## config.mk

```make
export PLATFORM = sky130hd
export DESIGN_NAME = debug_serial_port
export DESIGN_NICKNAME = d
export VERILOG_FILES = /design/src/debug_serial_port_pkg.sv /design/src/link_sync.sv /design/src/grant_regs_ahb.sv /design/src/debug_serial_port.sv
export SDC_FILE = /design/constraint.sdc
export NUM_CORES = 1
export LEC_CHECK = 0
export ABC_CLOCK_PERIOD_IN_PS = 2920
export BUFFER_PORTS_ARGS = -buffer_cell sky130_fd_sc_hd__buf_2
export CORE_AREA = 2 2 90 92
export DETAILED_ROUTE_END_ITERATION = 8
export DIE_AREA = 0 0 92 94
export PLACE_DENSITY = 0.78
export SLEW_MARGIN = 20
export SYNTH_ARGS = -nofsm -noshare
export SYNTH_HDL_FRONTEND = slang
export SYNTH_SLANG_ARGS = --single-unit
export TNS_END_PERCENT = 10
```

## constraint.sdc

```tcl
create_clock -name i_clk_sys -period 2.92 [get_ports i_clk_sys]
set_input_delay 0.438 -clock i_clk_sys [delete_from_list [all_inputs] [get_ports i_clk_sys]]
set_output_delay 0.438 -clock i_clk_sys [all_outputs]
set_load 0.02 [all_outputs]
```

## src/debug_serial_port_pkg.sv

```systemverilog
package debug_serial_port_pkg;

    // ==========================================================
    // Link framing
    localparam int DATA_W = 8;
    localparam int ADDR_W = 7;
    localparam logic [3:0] LAST_DATA_IDX = 4'h7;
    localparam logic [3:0] SEP_IDX = 4'h8;
    localparam logic [2:0] MSB_IDX = 3'h7;

    // ==========================================================
    // Debug register space
    localparam logic [6:0] WR_TOP = 7'h30;
    localparam logic [6:0] RD_TOP = 7'h20;
    localparam logic [6:0] BUS_REG_ADDR = 7'h17;
    localparam int ALLOW_BIT = 0;
    localparam logic [6:0] ADDR_STEP = 7'h01;

    // ==========================================================
    // Software register map, byte offsets
    localparam logic [7:0] OFS_CTRL = 8'h00;
    localparam logic [7:0] OFS_STAT = 8'h04;
    localparam logic [1:0] HTRANS_NONSEQ = 2'h2;
    localparam logic [1:0] HTRANS_SEQ = 2'h3;

    // ==========================================================
    // Types
    typedef struct packed {
        logic we;
        logic [6:0] addr;
        logic [7:0] wdata;
    } dreg_cmd_t;

    typedef struct packed {
        logic req;
        logic busy;
        logic grant;
    } grant_stat_t;

    typedef enum logic [3:0] {
        S_IDLE = 4'b0001,
        S_HDR = 4'b0010,
        S_WR = 4'b0100,
        S_RD = 4'b1000
    } link_state_t;

endpackage

```

## src/link_sync.sv

```systemverilog
module link_sync #(
    parameter int W = 3
) (
    input wire logic i_clk_sys,
    input wire logic i_reset_n,
    input wire logic [W-1:0] i_async,
    output logic [W-1:0] o_sync
);

    logic [W-1:0] meta_r;
    logic [W-1:0] sync_r;

    initial
    begin
        if (W < 1)
        begin
            $error("link_sync needs at least one bit");
        end
    end

    // ==========================================================
    // Two stages; idle lines rest high, so reset to ones
    always_ff @(posedge i_clk_sys or negedge i_reset_n)
    begin
        if (!i_reset_n)
        begin
            meta_r <= '1;
            sync_r <= '1;
        end
        else
        begin
            meta_r <= i_async;
            sync_r <= meta_r;
        end
    end

    assign o_sync = sync_r;

endmodule

```

## src/grant_regs_ahb.sv

```systemverilog
module grant_regs_ahb (
    input wire logic i_clk_sys,
    input wire logic i_reset_n,
    input wire logic i_hsel,
    input wire logic [31:0] i_haddr,
    input wire logic [1:0] i_htrans,
    input wire logic i_hwrite,
    input wire logic [2:0] i_hsize,
    input wire logic [31:0] i_hwdata,
    input wire logic i_hready,
    output logic o_hreadyout,
    output logic o_hresp,
    output logic [31:0] o_hrdata,
    input wire logic i_allow,
    input wire debug_serial_port_pkg::grant_stat_t i_stat,
    output logic o_allow_we,
    output logic o_allow_val
);

    logic take;
    logic [7:0] ofs;
    logic [31:0] rd_word;
    logic wr_pend_r;
    logic [7:0] wr_ofs_r;
    logic [31:0] hrdata_r;
    logic ready_r;

    // ==========================================================
    // Address phase decode; zero wait states, always OKAY
    assign take = i_hsel && i_hready &&
        (i_htrans == debug_serial_port_pkg::HTRANS_NONSEQ ||
         i_htrans == debug_serial_port_pkg::HTRANS_SEQ);
    assign ofs = i_haddr[7:0];
    assign rd_word =
        (ofs == debug_serial_port_pkg::OFS_CTRL) ? {31'h0000_0000, i_allow} :
        (ofs == debug_serial_port_pkg::OFS_STAT) ? {29'h0000_0000, i_stat} :
        32'h0000_0000;

    always_ff @(posedge i_clk_sys or negedge i_reset_n)
    begin
        if (!i_reset_n)
        begin
            wr_pend_r <= 1'b0;
            wr_ofs_r <= 8'h00;
            hrdata_r <= 32'h0000_0000;
            ready_r <= 1'b1;
        end
        else
        begin
            wr_pend_r <= take && i_hwrite;
            wr_ofs_r <= ofs;
            hrdata_r <= (take && !i_hwrite) ? rd_word : 32'h0000_0000;
            ready_r <= 1'b1;
        end
    end

    // ==========================================================
    // Data phase write; unmapped offsets are ignored
    assign o_allow_we = wr_pend_r &&
        (wr_ofs_r == debug_serial_port_pkg::OFS_CTRL);
    assign o_allow_val = i_hwdata[debug_serial_port_pkg::ALLOW_BIT];
    assign o_hreadyout = ready_r;
    assign o_hresp = 1'b0;
    assign o_hrdata = hrdata_r;

endmodule

```

## src/debug_serial_port.sv

```systemverilog
// Operation
// [RULE1] Separator bit follows every byte
// [RULE2] Probe holds separator low when grants enabled
// [RULE3] Register address follows start condition
// [RULE4] Header: 7-bit address, direction, separator
// [RULE5] Separate read and write maps
// [RULE6] No new start repeats the operation
// [RULE7] Write data captured on next 8 rises
// [RULE8] Write address increments, stops at 30h
// [RULE9] Read data loaded after separator, MSB first
// [RULE10] Read address increments, stops at 20h
// [RULE11] Probe adjusts program counter between reads
// [RULE12] Break halts CPU only, clocks run
// [RULE13] Peripheral accesses keep normal side effects
// [RULE14] Grant enable off after reset
// [RULE15] Grant waits for current operation end
// [RULE16] Separator low withholds grant, high allows
// [RULE17] Grant state readable and on pin
// [RULE18] Probe avoids memory while bus granted
// [RULE19] Granted accesses take external wait states
// [RULE20] Probe stays in debug while granted
// [RULE21] Start is data fall with clock high
// [RULE22] Probe changes data only clock low
// [RULE23] Nine clocks per byte
// [RULE24] Sample on rise, drive on fall
// [RULE25] Synchronise link inputs before decoding
module debug_serial_port (
    input wire logic i_clk_sys,
    input wire logic i_reset_n,
    input wire logic i_debug_link_clock,
    input wire logic i_debug_link_data,
    output logic o_debug_link_data,
    output logic o_debug_link_data_oe,
    input wire logic i_debug_mode,
    input wire logic i_ext_bus_request_n,
    output logic o_ext_bus_grant_n,
    output logic o_dreg_req,
    output debug_serial_port_pkg::dreg_cmd_t o_dreg_cmd,
    input wire logic i_dreg_ack,
    input wire logic [7:0] i_dreg_rdata,
    input wire logic i_hsel,
    input wire logic [31:0] i_haddr,
    input wire logic [1:0] i_htrans,
    input wire logic i_hwrite,
    input wire logic [2:0] i_hsize,
    input wire logic [31:0] i_hwdata,
    input wire logic i_hready,
    output logic o_hreadyout,
    output logic o_hresp,
    output logic [31:0] o_hrdata
);

    // ==========================================================
    // Link synchroniser
    logic [2:0] sync_out;
    logic scl_s;
    logic sda_s;
    logic breq_s;
    logic scl_q_r;
    logic sda_q_r;
    logic rise;
    logic fall;
    logic start;

    link_sync #(.W(3)) u_sync (
        .i_clk_sys(i_clk_sys),
        .i_reset_n(i_reset_n),
        .i_async({i_ext_bus_request_n, i_debug_link_data,
            i_debug_link_clock}),
        .o_sync(sync_out)
    ); // [RULE25]

    assign scl_s = sync_out[0];
    assign sda_s = sync_out[1];
    assign breq_s = ~sync_out[2];
    assign rise = scl_s && !scl_q_r; // [RULE24]
    assign fall = !scl_s && scl_q_r; // [RULE24]
    // A rising data edge with clock high matches nothing here
    assign start = scl_s && scl_q_r && sda_q_r && !sda_s; // [RULE21]

    // ==========================================================
    // State
    debug_serial_port_pkg::link_state_t state_r, state_nxt;
    logic [3:0] bit_cnt_r, bit_cnt_nxt;
    logic [7:0] shin_r, shin_nxt;
    logic [7:0] shout_r, shout_nxt;
    logic [6:0] addr_r, addr_nxt;
    logic busy_r, busy_nxt;
    logic oe_r, oe_nxt;
    logic dout_r, dout_nxt;
    logic req_r, req_nxt;
    debug_serial_port_pkg::dreg_cmd_t cmd_r, cmd_nxt;
    logic allow_r, allow_nxt;
    logic grant_n_r, grant_n_nxt;
    logic grant;
    logic ahb_allow_we;
    logic ahb_allow_val;
    debug_serial_port_pkg::grant_stat_t stat;
    logic [7:0] stat_byte;
    logic [7:0] byte_in;
    logic [6:0] rd_addr;

    function automatic logic [6:0] step_addr(input logic [6:0] a,
                                             input logic [6:0] top);
        step_addr = (a == top) ? a : a + debug_serial_port_pkg::ADDR_STEP;
    endfunction

    function automatic logic is_local(input logic [6:0] a);
        is_local = (a == debug_serial_port_pkg::BUS_REG_ADDR);
    endfunction

    assign grant = !grant_n_r;
    assign stat = '{req: breq_s, busy: busy_r, grant: grant};
    assign stat_byte = {5'h00, stat}; // [RULE17]
    assign byte_in = {shin_r[6:0], sda_s};
    assign rd_addr = (state_r == debug_serial_port_pkg::S_HDR) ?
        shin_r[7:1] : step_addr(addr_r, debug_serial_port_pkg::RD_TOP);

    // ==========================================================
    // Protocol next state
    always_comb
    begin
        state_nxt = state_r;
        bit_cnt_nxt = bit_cnt_r;
        shin_nxt = shin_r;
        shout_nxt = shout_r;
        addr_nxt = addr_r;
        busy_nxt = busy_r;
        oe_nxt = oe_r;
        dout_nxt = dout_r;
        req_nxt = req_r;
        cmd_nxt = cmd_r;
        allow_nxt = ahb_allow_we ? ahb_allow_val : allow_r;
        // Access held until the system answers, so wait states apply
        if (req_r && i_dreg_ack) // [RULE19]
        begin
            req_nxt = 1'b0;
            if (!cmd_r.we)
            begin
                shout_nxt = i_dreg_rdata; // [RULE9]
            end
        end
        if (start)
        begin
            state_nxt = debug_serial_port_pkg::S_HDR; // [RULE3]
            bit_cnt_nxt = 4'h0;
            busy_nxt = 1'b1;
            oe_nxt = 1'b0;
        end
        else if (rise && state_r != debug_serial_port_pkg::S_IDLE)
        begin
            if (bit_cnt_r == debug_serial_port_pkg::SEP_IDX) // [RULE1]
            begin
                bit_cnt_nxt = 4'h0; // [RULE23]
                busy_nxt = !sda_s; // [RULE16]
                if (state_r == debug_serial_port_pkg::S_HDR)
                begin
                    addr_nxt = shin_r[7:1];
                    state_nxt = shin_r[0] ? debug_serial_port_pkg::S_RD :
                        debug_serial_port_pkg::S_WR; // [RULE4]
                end
                else if (state_r == debug_serial_port_pkg::S_RD)
                begin
                    addr_nxt = rd_addr; // [RULE10]
                end
                // Read map: bus status local, the rest from the system
                if (state_r == debug_serial_port_pkg::S_RD ||
                    (state_r == debug_serial_port_pkg::S_HDR && shin_r[0]))
                begin
                    if (is_local(rd_addr)) // [RULE5]
                    begin
                        shout_nxt = stat_byte; // [RULE17]
                    end
                    else
                    begin
                        req_nxt = 1'b1; // [RULE6]
                        cmd_nxt = '{we: 1'b0, addr: rd_addr, wdata: 8'h00};
                    end
                end
            end
            else
            begin
                shin_nxt = byte_in;
                bit_cnt_nxt = bit_cnt_r + 4'h1;
                if (state_r == debug_serial_port_pkg::S_WR &&
                    bit_cnt_r == debug_serial_port_pkg::LAST_DATA_IDX) // [RULE7]
                begin
                    // Write map: bus control local, the rest forwarded
                    if (is_local(addr_r)) // [RULE5]
                    begin
                        allow_nxt = byte_in[debug_serial_port_pkg::ALLOW_BIT];
                    end
                    else
                    begin
                        // Plain system access, same side effects as CPU
                        req_nxt = 1'b1; // [RULE13]
                        cmd_nxt = '{we: 1'b1, addr: addr_r, wdata: byte_in};
                    end
                    addr_nxt = step_addr(addr_r,
                        debug_serial_port_pkg::WR_TOP); // [RULE8]
                end
            end
        end
        else if (fall && state_r == debug_serial_port_pkg::S_RD)
        begin
            if (bit_cnt_r == debug_serial_port_pkg::SEP_IDX)
            begin
                oe_nxt = 1'b0;
            end
            else
            begin
                oe_nxt = 1'b1;
                dout_nxt = shout_r[debug_serial_port_pkg::MSB_IDX -
                    bit_cnt_r[2:0]]; // [RULE24]
            end
        end
    end

    // ==========================================================
    // Bus grant; once given it holds until the request drops
    always_comb
    begin
        if (grant)
        begin
            grant_n_nxt = !breq_s;
        end
        else
        begin
            grant_n_nxt = !(breq_s && allow_r && i_debug_mode &&
                !busy_r); // [RULE15]
        end
    end

    always_ff @(posedge i_clk_sys or negedge i_reset_n)
    begin
        if (!i_reset_n)
        begin
            state_r <= debug_serial_port_pkg::S_IDLE;
            bit_cnt_r <= 4'h0;
            shin_r <= 8'h00;
            shout_r <= 8'h00;
            addr_r <= 7'h00;
            busy_r <= 1'b0;
            oe_r <= 1'b0;
            dout_r <= 1'b0;
            req_r <= 1'b0;
            cmd_r <= '0;
            allow_r <= 1'b0; // [RULE14]
            grant_n_r <= 1'b1;
            scl_q_r <= 1'b1;
            sda_q_r <= 1'b1;
        end
        else
        begin
            state_r <= state_nxt;
            bit_cnt_r <= bit_cnt_nxt;
            shin_r <= shin_nxt;
            shout_r <= shout_nxt;
            addr_r <= addr_nxt;
            busy_r <= busy_nxt;
            oe_r <= oe_nxt;
            dout_r <= dout_nxt;
            req_r <= req_nxt;
            cmd_r <= cmd_nxt;
            allow_r <= allow_nxt;
            grant_n_r <= grant_n_nxt;
            scl_q_r <= scl_s;
            sda_q_r <= sda_s;
        end
    end

    // ==========================================================
    // Outputs; the CPU clock is never gated from here
    assign o_debug_link_data = dout_r;
    assign o_debug_link_data_oe = oe_r;
    assign o_ext_bus_grant_n = grant_n_r; // [RULE17]
    assign o_dreg_req = req_r; // [RULE12]
    assign o_dreg_cmd = cmd_r;

    grant_regs_ahb u_regs (
        .i_clk_sys(i_clk_sys),
        .i_reset_n(i_reset_n),
        .i_hsel(i_hsel),
        .i_haddr(i_haddr),
        .i_htrans(i_htrans),
        .i_hwrite(i_hwrite),
        .i_hsize(i_hsize),
        .i_hwdata(i_hwdata),
        .i_hready(i_hready),
        .o_hreadyout(o_hreadyout),
        .o_hresp(o_hresp),
        .o_hrdata(o_hrdata),
        .i_allow(allow_r),
        .i_stat(stat),
        .o_allow_we(ahb_allow_we),
        .o_allow_val(ahb_allow_val)
    );
endmodule

```

==> flow_summary.yaml, run 1 <==
placement:
  place_inst: 516
  place.gp.congestion: 0.922
  portBuffers: 50
  dp_hpwl_um: 5550
  dp_slack_ps: 420
pwr:
  p_comb_share_pct: 14.4
  switchingPower_w: 0.000689
  power_frac_seq_pct: 51.5
  powerDensity_nw_per_um2: 559
  total_power_w: 0.00232
  vdd_ir_drop_max_uv: 429
  p_leak_nw: 2.01
  clkPwrFrac_pct: 34.1
  p_int_w: 0.00163
  switching_share_pct: 29.8
timing:
  fin_ws_ps: 394
  relSlewSlack_pct: 41.7
  finalClockSkew_ps: 10.3
  fmax_ghz: 0.396
  tns_ps: 0
  hold_violations: 0
  post-route-min-period_ps: 2530
  worstMarginPinSlew_ps: 874
  rsz0062_at_grt: "false"
  finalSetupViolations: 0
  slew_viol_final: 0
  period_share_pct: 86.5
cells_and_area:
  nets: 516
  multi_input_area_um2: 1590
  num_antenna_cells: 0
  finalNonFillerCells: 532
  regArea_um2: 1840
  final_common_cell: "dfrtp_1"
  area_growth_pct: 13.8
  fillers: 697
  final_cell_mix: "dfrtp_1, nand2_1, buf_2"
  drive_above_1_share_pct: 24.4
  post-route-util_pct: 54.4
floorplanning:
  num_io_pins: 141
  start_util_pct: 47.8
  fp-row-count: 32
  die_w_um: 92
  die_y_um: 94
  core_um2: 7610
  dieArea_um2: 8650
detailed_routing:
  wl_per_cell_um: 14.4
  antenna_left: 0
  firstDrtPassIters: 4
  vias: 2774
  routed_wl_um: 7640
  drcViolationCount: 0
  drtIter0Drc: 265
  avgViaCountPerCell: 5.21
clocking:
  cts_root_buf: "clkbuf_8"
  clkSinkCount: 73
  cts_tree: "done"
  cts_setup_buffers: 0
  cts.htree.levels: 3
  clk_pin_slew_worst_paths_ps: 80
  clk_latency_ps: 350
  cts_resized: 0
  numCtsBuffers: 9
  clockBufferDepth: 2
  hold_buffers: 0
grt:
  grt_pass1_wl_um: 12900
  antenna_found_initial: 0
  grt_usage_pct: 19.2
  grt_pass1_vias: 2616
  grt_remaining_overflow: 0
  grt_max_degree: 74
worst_setup_path:
  crit_fanout: 11
  crit_buf_inv: 1
  critical_path_class: "flip-flop to flip-flop"
  startpoint: "addr_r[0]$_DFFE_PN0P_"
  end_kind: "flip-flop"
  endpoint: "o_dreg_cmd[8]$_DFFE_PN0P_"
  worstPathArrival_ps: 2770
  required_ps: 3160
  critPathMaxStageDelay_ps: 470
  regToRegStartpoint: "addr_r[0]$_DFFE_PN0P_"
  slowest_stage: "dfrtp_1"
  r2r_setup_slack_ps: 390
  r2r_end: "o_dreg_cmd[8]$_DFFE_PN0P_"
  crit_family: "simple AND/OR/NAND/NOR gates"
  path_depth: 8
  crit_chain: "inv_1, ha_1, nand4bb_1, o211a_1, nor3_2, a31oi_4, or2_4, mux2_4"
  startpoint_type: "flip-flop"
  reg2regPathDepth: 8
synthesis:
  syn_inst: 365
  synth_top_family_by_area: "simple AND/OR/NAND/NOR gates"
  synth_fa_ha_area_share_pct: 1.38
  synth_edf_count: 0
  synth_seq_cells: 73
  ys.flop_type: "dfrtp_1"
  seq_area_frac_synth_pct: 50.6
  postSynthAreaPerCell_um2: 9.97
  synthMuxAreaShare_pct: 5.67
  mappedNetlistArea_um2: 3640
  async_flop_share_pct: 100
  synth_xor_area_share_pct: 1.44
  synth_warnings: 0
  yosys.area_share.simple_pct: 18.9
  ys_types: 61
  synth_compound_area_share_pct: 13.1
run_status:
  status: "finished clean"
worst_hold_path:
  min_path_type: "primary input to flip-flop"
flow_run:
  max_cap_viol_count: 0
[power groups by stage]
stage	Clock [W]	Sequential, W	Combinational [W]
after floorplan	0	0.00118	0.000280
after global placement	0	0.00121	0.000326
after detailed placement	0	0.00121	0.000333
after CTS	0.000804	0.00119	0.000334
after global routing	0.000851	0.00121	0.000377
final	0.000791	0.00119	0.000334
[kinds of logic after synthesis]
group	after synthesis
simple gates	137
compound gates	73
flops	73
buf+inv	53
mux	17
xor+xnor	6
fa+ha+maj	4
other cells	2
[worst register-to-register path, stage by stage, from the launching register on]
cell	delay (ps)
dfrtp_1	470
inv_1	140
ha_1	170
nand4bb_1	170
o211a_1	270
nor3_2	360
a31oi_4	220
or2_4	310
mux2_4	300
[through the flow]
| step | hold WS (ps) | area [um^2] |
|---|---|---|
| global route | 152 | 4140 |
| CTS | 157 | 4140 |
| finish | 174 | 4140 |
| global placement | 346 | 3950 |
| detailed placement | 347 | 3950 |
| floorplan | 142 | 3750 |
[state kept, by name, summed over array words and instances (netlist names), 3 cells and up]
register         cells
u_sync.meta_r        3
shout_r              8
u_sync.o_sync        3
addr_r               7
u_regs.o_hrdata      3
bit_cnt_r            4
u_regs.wr_ofs_r      8
shin_r               8
state_r              4
o_dreg_cmd          16
[cell type report]
type | instances | area share, %
multi-input combinational | 268 | 38.4
clock inverter | 6 | 1.63
inverter | 9 | 0.816
clock buffer | 10 | 3.08
tap | 102 | 3.08
sequential | 73 | 44.4
timing repair buffer | 64 | 8.58
[worst min-delay path by stage]
stage,slack [ps],depth (start not counted),end,from
4_1_cts,160,1,u_sync.meta_r[2]$_DFF_PN1_,i_ext_bus_request_n
6_report,170,1,u_sync.meta_r[2]$_DFF_PN1_,i_ext_bus_request_n
5_1_grt,150,1,u_sync.meta_r[2]$_DFF_PN1_,i_ext_bus_request_n
3_5_place_dp,350,0,u_sync.o_sync[2]$_DFF_PN1_,u_sync.meta_r[2]$_DFF_PN1_
3_3_place_gp,350,0,u_sync.o_sync[1]$_DFF_PN1_,u_sync.meta_r[1]$_DFF_PN1_
2_1_floorplan,140,0,addr_r[0]$_DFFE_PN0P_,i_reset_n
[layer usage]
layer / GRT usage (%) / vias to the layer above / part of all wire, %
met5: 0 / - / 0
met4: 6.97 / 0 / 1.9
met3: 3.53 / 12 / 6.0
met2: 30.6 / 103 / 46
met1: 26.5 / 1321 / 46
li1: - / 1338 / -
[synthesized netlist by cell type (4+ instances only)]
master,number,area [um^2]
mux2i_1,12,120
and3_1,4,25.0
buf_4,31,233
clkbuf_1,11,41.3
a21oi_1,10,50.1
a31oi_1,5,31.3
dfstp_2,10,263
nor3_1,7,35.0
nand2_1,59,221
ha_1,4,50.1
o21ai_0,27,135
nand3_1,7,35.0
o21a_1,7,52.6
inv_1,9,33.8
o22ai_1,5,31.3
nor2_1,26,97.6
dfrtp_1,63,1580
(Power assumes the default switching activity.)
==> inputs of run 2 (changes only) <==
--- a/config.mk
+++ b/config.mk
@@ -5,14 +5,14 @@
 export SDC_FILE = /design/constraint.sdc
 export NUM_CORES = 1
 export LEC_CHECK = 0
-export ABC_CLOCK_PERIOD_IN_PS = 2920
+export ABC_CLOCK_PERIOD_IN_PS = 3200
 export BUFFER_PORTS_ARGS = -buffer_cell sky130_fd_sc_hd__buf_2
-export CORE_AREA = 2 2 90 92
+export CORE_AREA = 2 2 86 88
 export DETAILED_ROUTE_END_ITERATION = 8
-export DIE_AREA = 0 0 92 94
-export PLACE_DENSITY = 0.78
+export DIE_AREA = 0 0 88 90
+export PLACE_DENSITY = 0.85
 export SLEW_MARGIN = 20
 export SYNTH_ARGS = -nofsm -noshare
 export SYNTH_HDL_FRONTEND = slang
 export SYNTH_SLANG_ARGS = --single-unit
-export TNS_END_PERCENT = 10
+export TNS_END_PERCENT = 30
==> constraint.sdc (replaced) <==
create_clock -name i_clk_sys -period 3.2 [get_ports i_clk_sys]
set_input_delay 0.48 -clock i_clk_sys [delete_from_list [all_inputs] [get_ports i_clk_sys]]
set_output_delay 0.48 -clock i_clk_sys [all_outputs]
set_load 0.02 [all_outputs]
==> run 2 against run 1 <==
Net effect:
- design area grew 0.82%
- worst hold slack got worse by 7.9 ps
- sequential power down 8%
- maximum frequency shrank 2.2%
- register-to-register slack improved by 220 ps
- first-iteration DRC count increased by 7.2%
- critical path depth down 2
- core utilization is 5.0 points higher
- routed wire length grew 2.7%
- largest cell class unchanged
==> flow_summary.yaml, run 2 (synthesis results as in run 1) <==
run_status:
  status: "finished clean"
clocking:
  clk_latency_ps: 350
  clkSinkCount: 73
  clk_pin_slew_worst_paths_ps: 80
  hold_buffers: 0
  cts.htree.levels: 3
  numCtsBuffers: 9
  clockBufferDepth: 2
  cts_setup_buffers: 0
  cts_root_buf: "clkbuf_8"
  cts_resized: 0
  cts_tree: "done"
floorplanning:
  dieArea_um2: 7920
  die_w_um: 88
  die_y_um: 90
  fp-row-count: 31
  num_io_pins: 141
  core_um2: 7020
  start_util_pct: 51.8
cells_and_area:
  drive_above_1_share_pct: 24.3
  num_antenna_cells: 0
  area_growth_pct: 14.8
  largest_reg_flops: 16
  finalNonFillerCells: 527
  fillers: 590
  nets: 514
  final_common_cell: "dfrtp_1"
  post-route-cell-area_um2: 4180
  final_cell_mix: "dfrtp_1, nand2_1, buf_2"
worst_hold_path:
  min_path_type: "primary input to async pin"
worst_setup_path:
  regToRegStartpoint: "bit_cnt_r[2]$_DFFE_PN0P_"
  crit_buf_inv: 1
  r2r_setup_slack_ps: 620
  crit_family: "simple AND/OR/NAND/NOR gates"
  startpoint_type: "flip-flop"
  critical_path_class: "flip-flop to flip-flop"
  required_ps: 3450
  r2r_end: "o_dreg_cmd[8]$_DFFE_PN0P_"
  end_kind: "flip-flop"
  crit_chain: "or4b_2, nor3_1, and3_1, buf_4, or2_4, mux2_4"
  critPathMaxStageDelay_ps: 630
  reg2regPathDepth: 6
  crit_fanout: 8
  worstPathArrival_ps: 2830
  slowest_stage: "or4b_2"
placement:
  dp_slack_ps: 658
  place.gp.congestion: 0.911
  portBuffers: 50
  place_inst: 511
  dp_hpwl_um: 5540
  dpl-instance-area_um2: 3940
grt:
  grt_pass1_vias: 2703
  antenna_found_initial: 0
  grt_max_degree: 46
  grt_usage_pct: 21.6
  grt_remaining_overflow: 0
  grt_pass1_wl_um: 13300
timing:
  hold-worst-slack_ps: 166
  hold_violations: 0
  worstMarginPinSlew_ps: 694
  relSlewSlack_pct: 53.7
  rsz0062_at_grt: "false"
  finalSetupViolations: 0
  tns_ps: 0
  fin_ws_ps: 617
  slew_viol_final: 0
  fmax_ghz: 0.387
  post-route-min-period_ps: 2580
  period_share_pct: 80.7
  finalClockSkew_ps: 7.77
flow_run:
  max_cap_viol_count: 0
detailed_routing:
  routed_wl_um: 7850
  drtIter0Drc: 284
  vias: 2834
  wl_per_cell_um: 14.9
  avgViaCountPerCell: 5.38
  antenna_left: 0
  firstDrtPassIters: 4
  drcViolationCount: 0
pwr:
  switching_share_pct: 28.8
  powerDensity_nw_per_um2: 537
  clkPwrFrac_pct: 37.5
  p_int_w: 0.00160
  p_leak_nw: 2.03
  vdd_ir_drop_max_uv: 349
  p_comb_share_pct: 14.0
  switchingPower_w: 0.000647
  power_frac_seq_pct: 48.5
run 2: area by class of cell:
class | count | area (um^2) | area share, %
inverters | 9 | 33.8 | 0.809
clock buffers | 10 | 138 | 3.30
flip-flops and latches | 73 | 1840 | 44.1
multi-input cells | 268 | 1590 | 38.1
repair buffers | 62 | 353 | 8.45
well taps | 99 | 124 | 2.97
clock inverters | 6 | 97.6 | 2.34
run 2: worst max-delay path by stage:
| stage | start | end | cells after the start |
|---|---|---|---|
| after detailed placement | addr_r[0]$_DFFE_PN0P_ | o_dreg_cmd[8]$_DFFE_PN0P_ | 8 |
| after global placement | state_r[3]$_DFFE_PN0P_ | o_dreg_cmd[8]$_DFFE_PN0P_ | 6 |
| after global routing | addr_r[0]$_DFFE_PN0P_ | shout_r[0]$_DFF_PN0_ | 9 |
| after floorplan | state_r[3]$_DFFE_PN0P_ | shout_r[1]$_DFF_PN0_ | 7 |
| after CTS | addr_r[0]$_DFFE_PN0P_ | o_dreg_cmd[8]$_DFFE_PN0P_ | 8 |
| final | bit_cnt_r[2]$_DFFE_PN0P_ | o_dreg_cmd[8]$_DFFE_PN0P_ | 6 |
run 2: layer usage:
layer	part of all wire (%)	GRT usage [%]	wire, um	vias up
met1	43	30.9	3400	1363
met3	7.3	4.68	576	17
met4	2.1	6.67	161	0
met5	0	0	0	-
li1	-	-	-	1332
met2	47	32.8	3710	122
run 2: stage by stage:
step	utilization [%]	total power, W
after floorplan	-	0.00133
after global placement	56.1	0.00139
after detailed placement	56.1	0.00141
after CTS	59.5	0.00226
after global routing	59.5	0.00236
final	59.5	0.00224
run 2: worst register-to-register path, stage by stage (launching register included):
cell,delay [ps]
dfrtp_1,500
or4b_2,630
nor3_1,280
and3_1,400
buf_4,220
or2_4,160
mux2_4,290
run 2: power groups by stage:
| stage | sequential (W) | combinational [W] | clock, W |
|---|---|---|---|
| final | 0.00109 | 0.000313 | 0.000842 |
| after global routing | 0.00110 | 0.000352 | 0.000904 |
| after CTS | 0.00109 | 0.000314 | 0.000856 |
| after detailed placement | 0.00110 | 0.000308 | 0 |
| after global placement | 0.00110 | 0.000296 | 0 |
| after floorplan | 0.00108 | 0.000255 | 0 |
==> inputs of run 3 (changes only) <==
--- a/config.mk
+++ b/config.mk
@@ -5,12 +5,12 @@
 export SDC_FILE = /design/constraint.sdc
 export NUM_CORES = 1
 export LEC_CHECK = 0
-export ABC_CLOCK_PERIOD_IN_PS = 3200
+export ABC_CLOCK_PERIOD_IN_PS = 2350
 export BUFFER_PORTS_ARGS = -buffer_cell sky130_fd_sc_hd__buf_2
-export CORE_AREA = 2 2 86 88
+export CORE_AREA = 2 2 94 96
 export DETAILED_ROUTE_END_ITERATION = 8
-export DIE_AREA = 0 0 88 90
-export PLACE_DENSITY = 0.85
+export DIE_AREA = 0 0 96 98
+export PLACE_DENSITY = 0.75
 export SLEW_MARGIN = 20
 export SYNTH_ARGS = -nofsm -noshare
 export SYNTH_HDL_FRONTEND = slang
==> constraint.sdc (replaced) <==
create_clock -name i_clk_sys -period 2.35 [get_ports i_clk_sys]
set_input_delay 0.3525 -clock i_clk_sys [delete_from_list [all_inputs] [get_ports i_clk_sys]]
set_output_delay 0.3525 -clock i_clk_sys [all_outputs]
set_load 0.02 [all_outputs]
==> run 3 against run 2 <==
Net effect:
- total power up 33%
- first-iteration DRC count decreased by 21%
- global-route usage is 3.9 points lower
- count of clock-buffer cells in the layout is 1 lower
- design area up 5.4%
- maximum frequency grew 12%
- core utilization shrank 7.5 points
- critical path depth unchanged
- clock power rose by 19%
- final cell count rose by 6.8%
- worst setup slack worse by 570 ps
- largest cell class unchanged
- highest routed layer unchanged
==> flow_summary.yaml, run 3 (synthesis results as in run 1) <==
floorplanning:
  start_util_pct: 43.0
  num_io_pins: 141
  fp-row-count: 34
  core_um2: 8470
  die_y_um: 98
  die_w_um: 96
  dieArea_um2: 9410
timing:
  finalClockSkew_ps: 6.10
  hold-worst-slack_ps: 39.9
  hold_violations: 0
  period_share_pct: 98.2
  post-route-min-period_ps: 2310
  finalSetupViolations: 0
  slew_viol_final: 0
  fmax_ghz: 0.433
  rsz0062_at_grt: "true"
cells_and_area:
  finalNonFillerCells: 563
  num_antenna_cells: 0
  final_common_cell: "dfrtp_1"
  final_cell_mix: "dfrtp_1, nand2_1, buf_2"
  drive_above_1_share_pct: 29.9
  largest_reg_flops: 16
  fillers: 787
  nets: 541
  area_growth_pct: 20.9
clocking:
  clockBufferDepth: 2
  cts_root_buf: "clkbuf_8"
  cts.htree.levels: 3
  clk_latency_ps: 340
  cts_tree: "done"
  clk_pin_slew_worst_paths_ps: 90
  clkSinkCount: 73
  numCtsBuffers: 9
  cts_setup_buffers: 0
grt:
  antenna_found_initial: 0
  grt_pass1_vias: 2756
  grt_remaining_overflow: 0
  grt_pass1_wl_um: 13000
  grt_max_degree: 74
  grt_usage_pct: 17.6
detailed_routing:
  antenna_left: 0
  firstDrtPassIters: 5
  drtIter0Drc: 224
  wl_per_cell_um: 14.1
  vias: 2836
  routed_wl_um: 7930
  drcViolationCount: 0
  avgViaCountPerCell: 5.04
placement:
  portBuffers: 50
  place_inst: 547
  dp_hpwl_um: 5860
  place.gp.congestion: 0.938
pwr:
  clkPwrFrac_pct: 33.5
  switching_share_pct: 29.9
  powerDensity_nw_per_um2: 681
  p_int_w: 0.00210
  vdd_ir_drop_max_uv: 416
  switchingPower_w: 0.000896
  p_leak_nw: 2.15
  total_power_w: 0.00299
  power_frac_seq_pct: 48.0
  p_comb_share_pct: 18.5
worst_hold_path:
  min_path_type: "primary input to async pin"
run_status:
  status: "finished clean"
worst_setup_path:
  required_ps: 2580
  startpoint_type: "flip-flop"
  end_kind: "flip-flop"
  crit_fanout: 4
  worstPathArrival_ps: 2540
  critical_path_class: "flip-flop to flip-flop"
flow_run:
  max_cap_viol_count: 0
[run 3: cell types whose count changed in the layout (fill, tap and decap cells not counted), sizes merged]
| cell | change |
|---|---|
| buf | +27 |
| clkinvlp | +2 |
| inv | -1 |
| clkbuf | -1 |
| clkinv | +1 |
| bufinv | -1 |
[run 3: power by group through the flow]
stage | clock network (W) | registers, W | logic (W)
6_report | 0.00100 | 0.00144 | 0.000553
5_1_grt | 0.00108 | 0.00145 | 0.000613
4_1_cts | 0.00103 | 0.00144 | 0.000549
3_5_place_dp | 0 | 0.00146 | 0.000537
3_3_place_gp | 0 | 0.00145 | 0.000522
2_1_floorplan | 0 | 0.00146 | 0.000348
[run 3: metrics by stage]
stage	setup TNS [ps]	worst slack [ps]	util [%]	area (um^2)
after floorplan	0	20.4	-	3750
after global placement	0	2.12	49.1	4160
after detailed placement	-26.4	-26.4	49.1	4160
after CTS	0	12.8	51.6	4370
after global routing	-6.50	-6.50	52.0	4400
final	0	42.5	52.0	4400
[run 3: layout make-up]
type	count	area, um^2	area share, %
Timing Repair Buffer	89	556	12.6
Multi-Input combinational cell	268	1630	37.1
Sequential cell	73	1840	41.8
Inverter	9	33.8	0.768
Tap cell	108	135	3.07
Clock buffer	9	124	2.82
Clock inverter	7	78.8	1.79
[run 3: routing by layer]
layer  up-vias  share of wire, %  track usage (%)  wire, um
met5         -                 0                0         0
met4         0               1.3             6.26       102
met3         6               4.3             2.85       337
met2        77                48             27.1      3840
met1      1367                46             25.2      3640
li1       1386                 -                -         -
[run 3: final timing paths]
check                                           start                         end  slack [ps]  cells after the start
max in group asynchronous                   i_reset_n           sda_q_r$_DFF_PN1_        1990                      2
min in group i_clk_sys            i_ext_bus_request_n  u_sync.meta_r[2]$_DFF_PN1_         100                      1
hold / removal                              i_reset_n        shout_r[5]$_DFF_PN0_          40                      2
hold reg to reg            u_sync.meta_r[2]$_DFF_PN1_  u_sync.o_sync[2]$_DFF_PN1_         360                      0
setup / recovery               state_r[0]$_DFFE_PN1P_   o_dreg_cmd[8]$_DFFE_PN0P_          40                      6
setup reg to reg               state_r[0]$_DFFE_PN1P_   o_dreg_cmd[8]$_DFFE_PN0P_          40                      6
[run 3: critical path: stages (launching register included)]
cell	delay, ps
dfstp_2	390
or4b_4	570
or3_1	380
o31ai_2	110
a31oi_4	170
or2_4	290
mux2_4	300
[run 3: what timing repair did]
| item | CTS | global route |
|---|---|---|
| setup endpoints to repair | 1 | 23 |
| gates resized for setup | 2 | 5 |
| gates cloned | 0 | 0 |
| hold buffers | 0 | 0 |
| pin swaps | 0 | 1 |
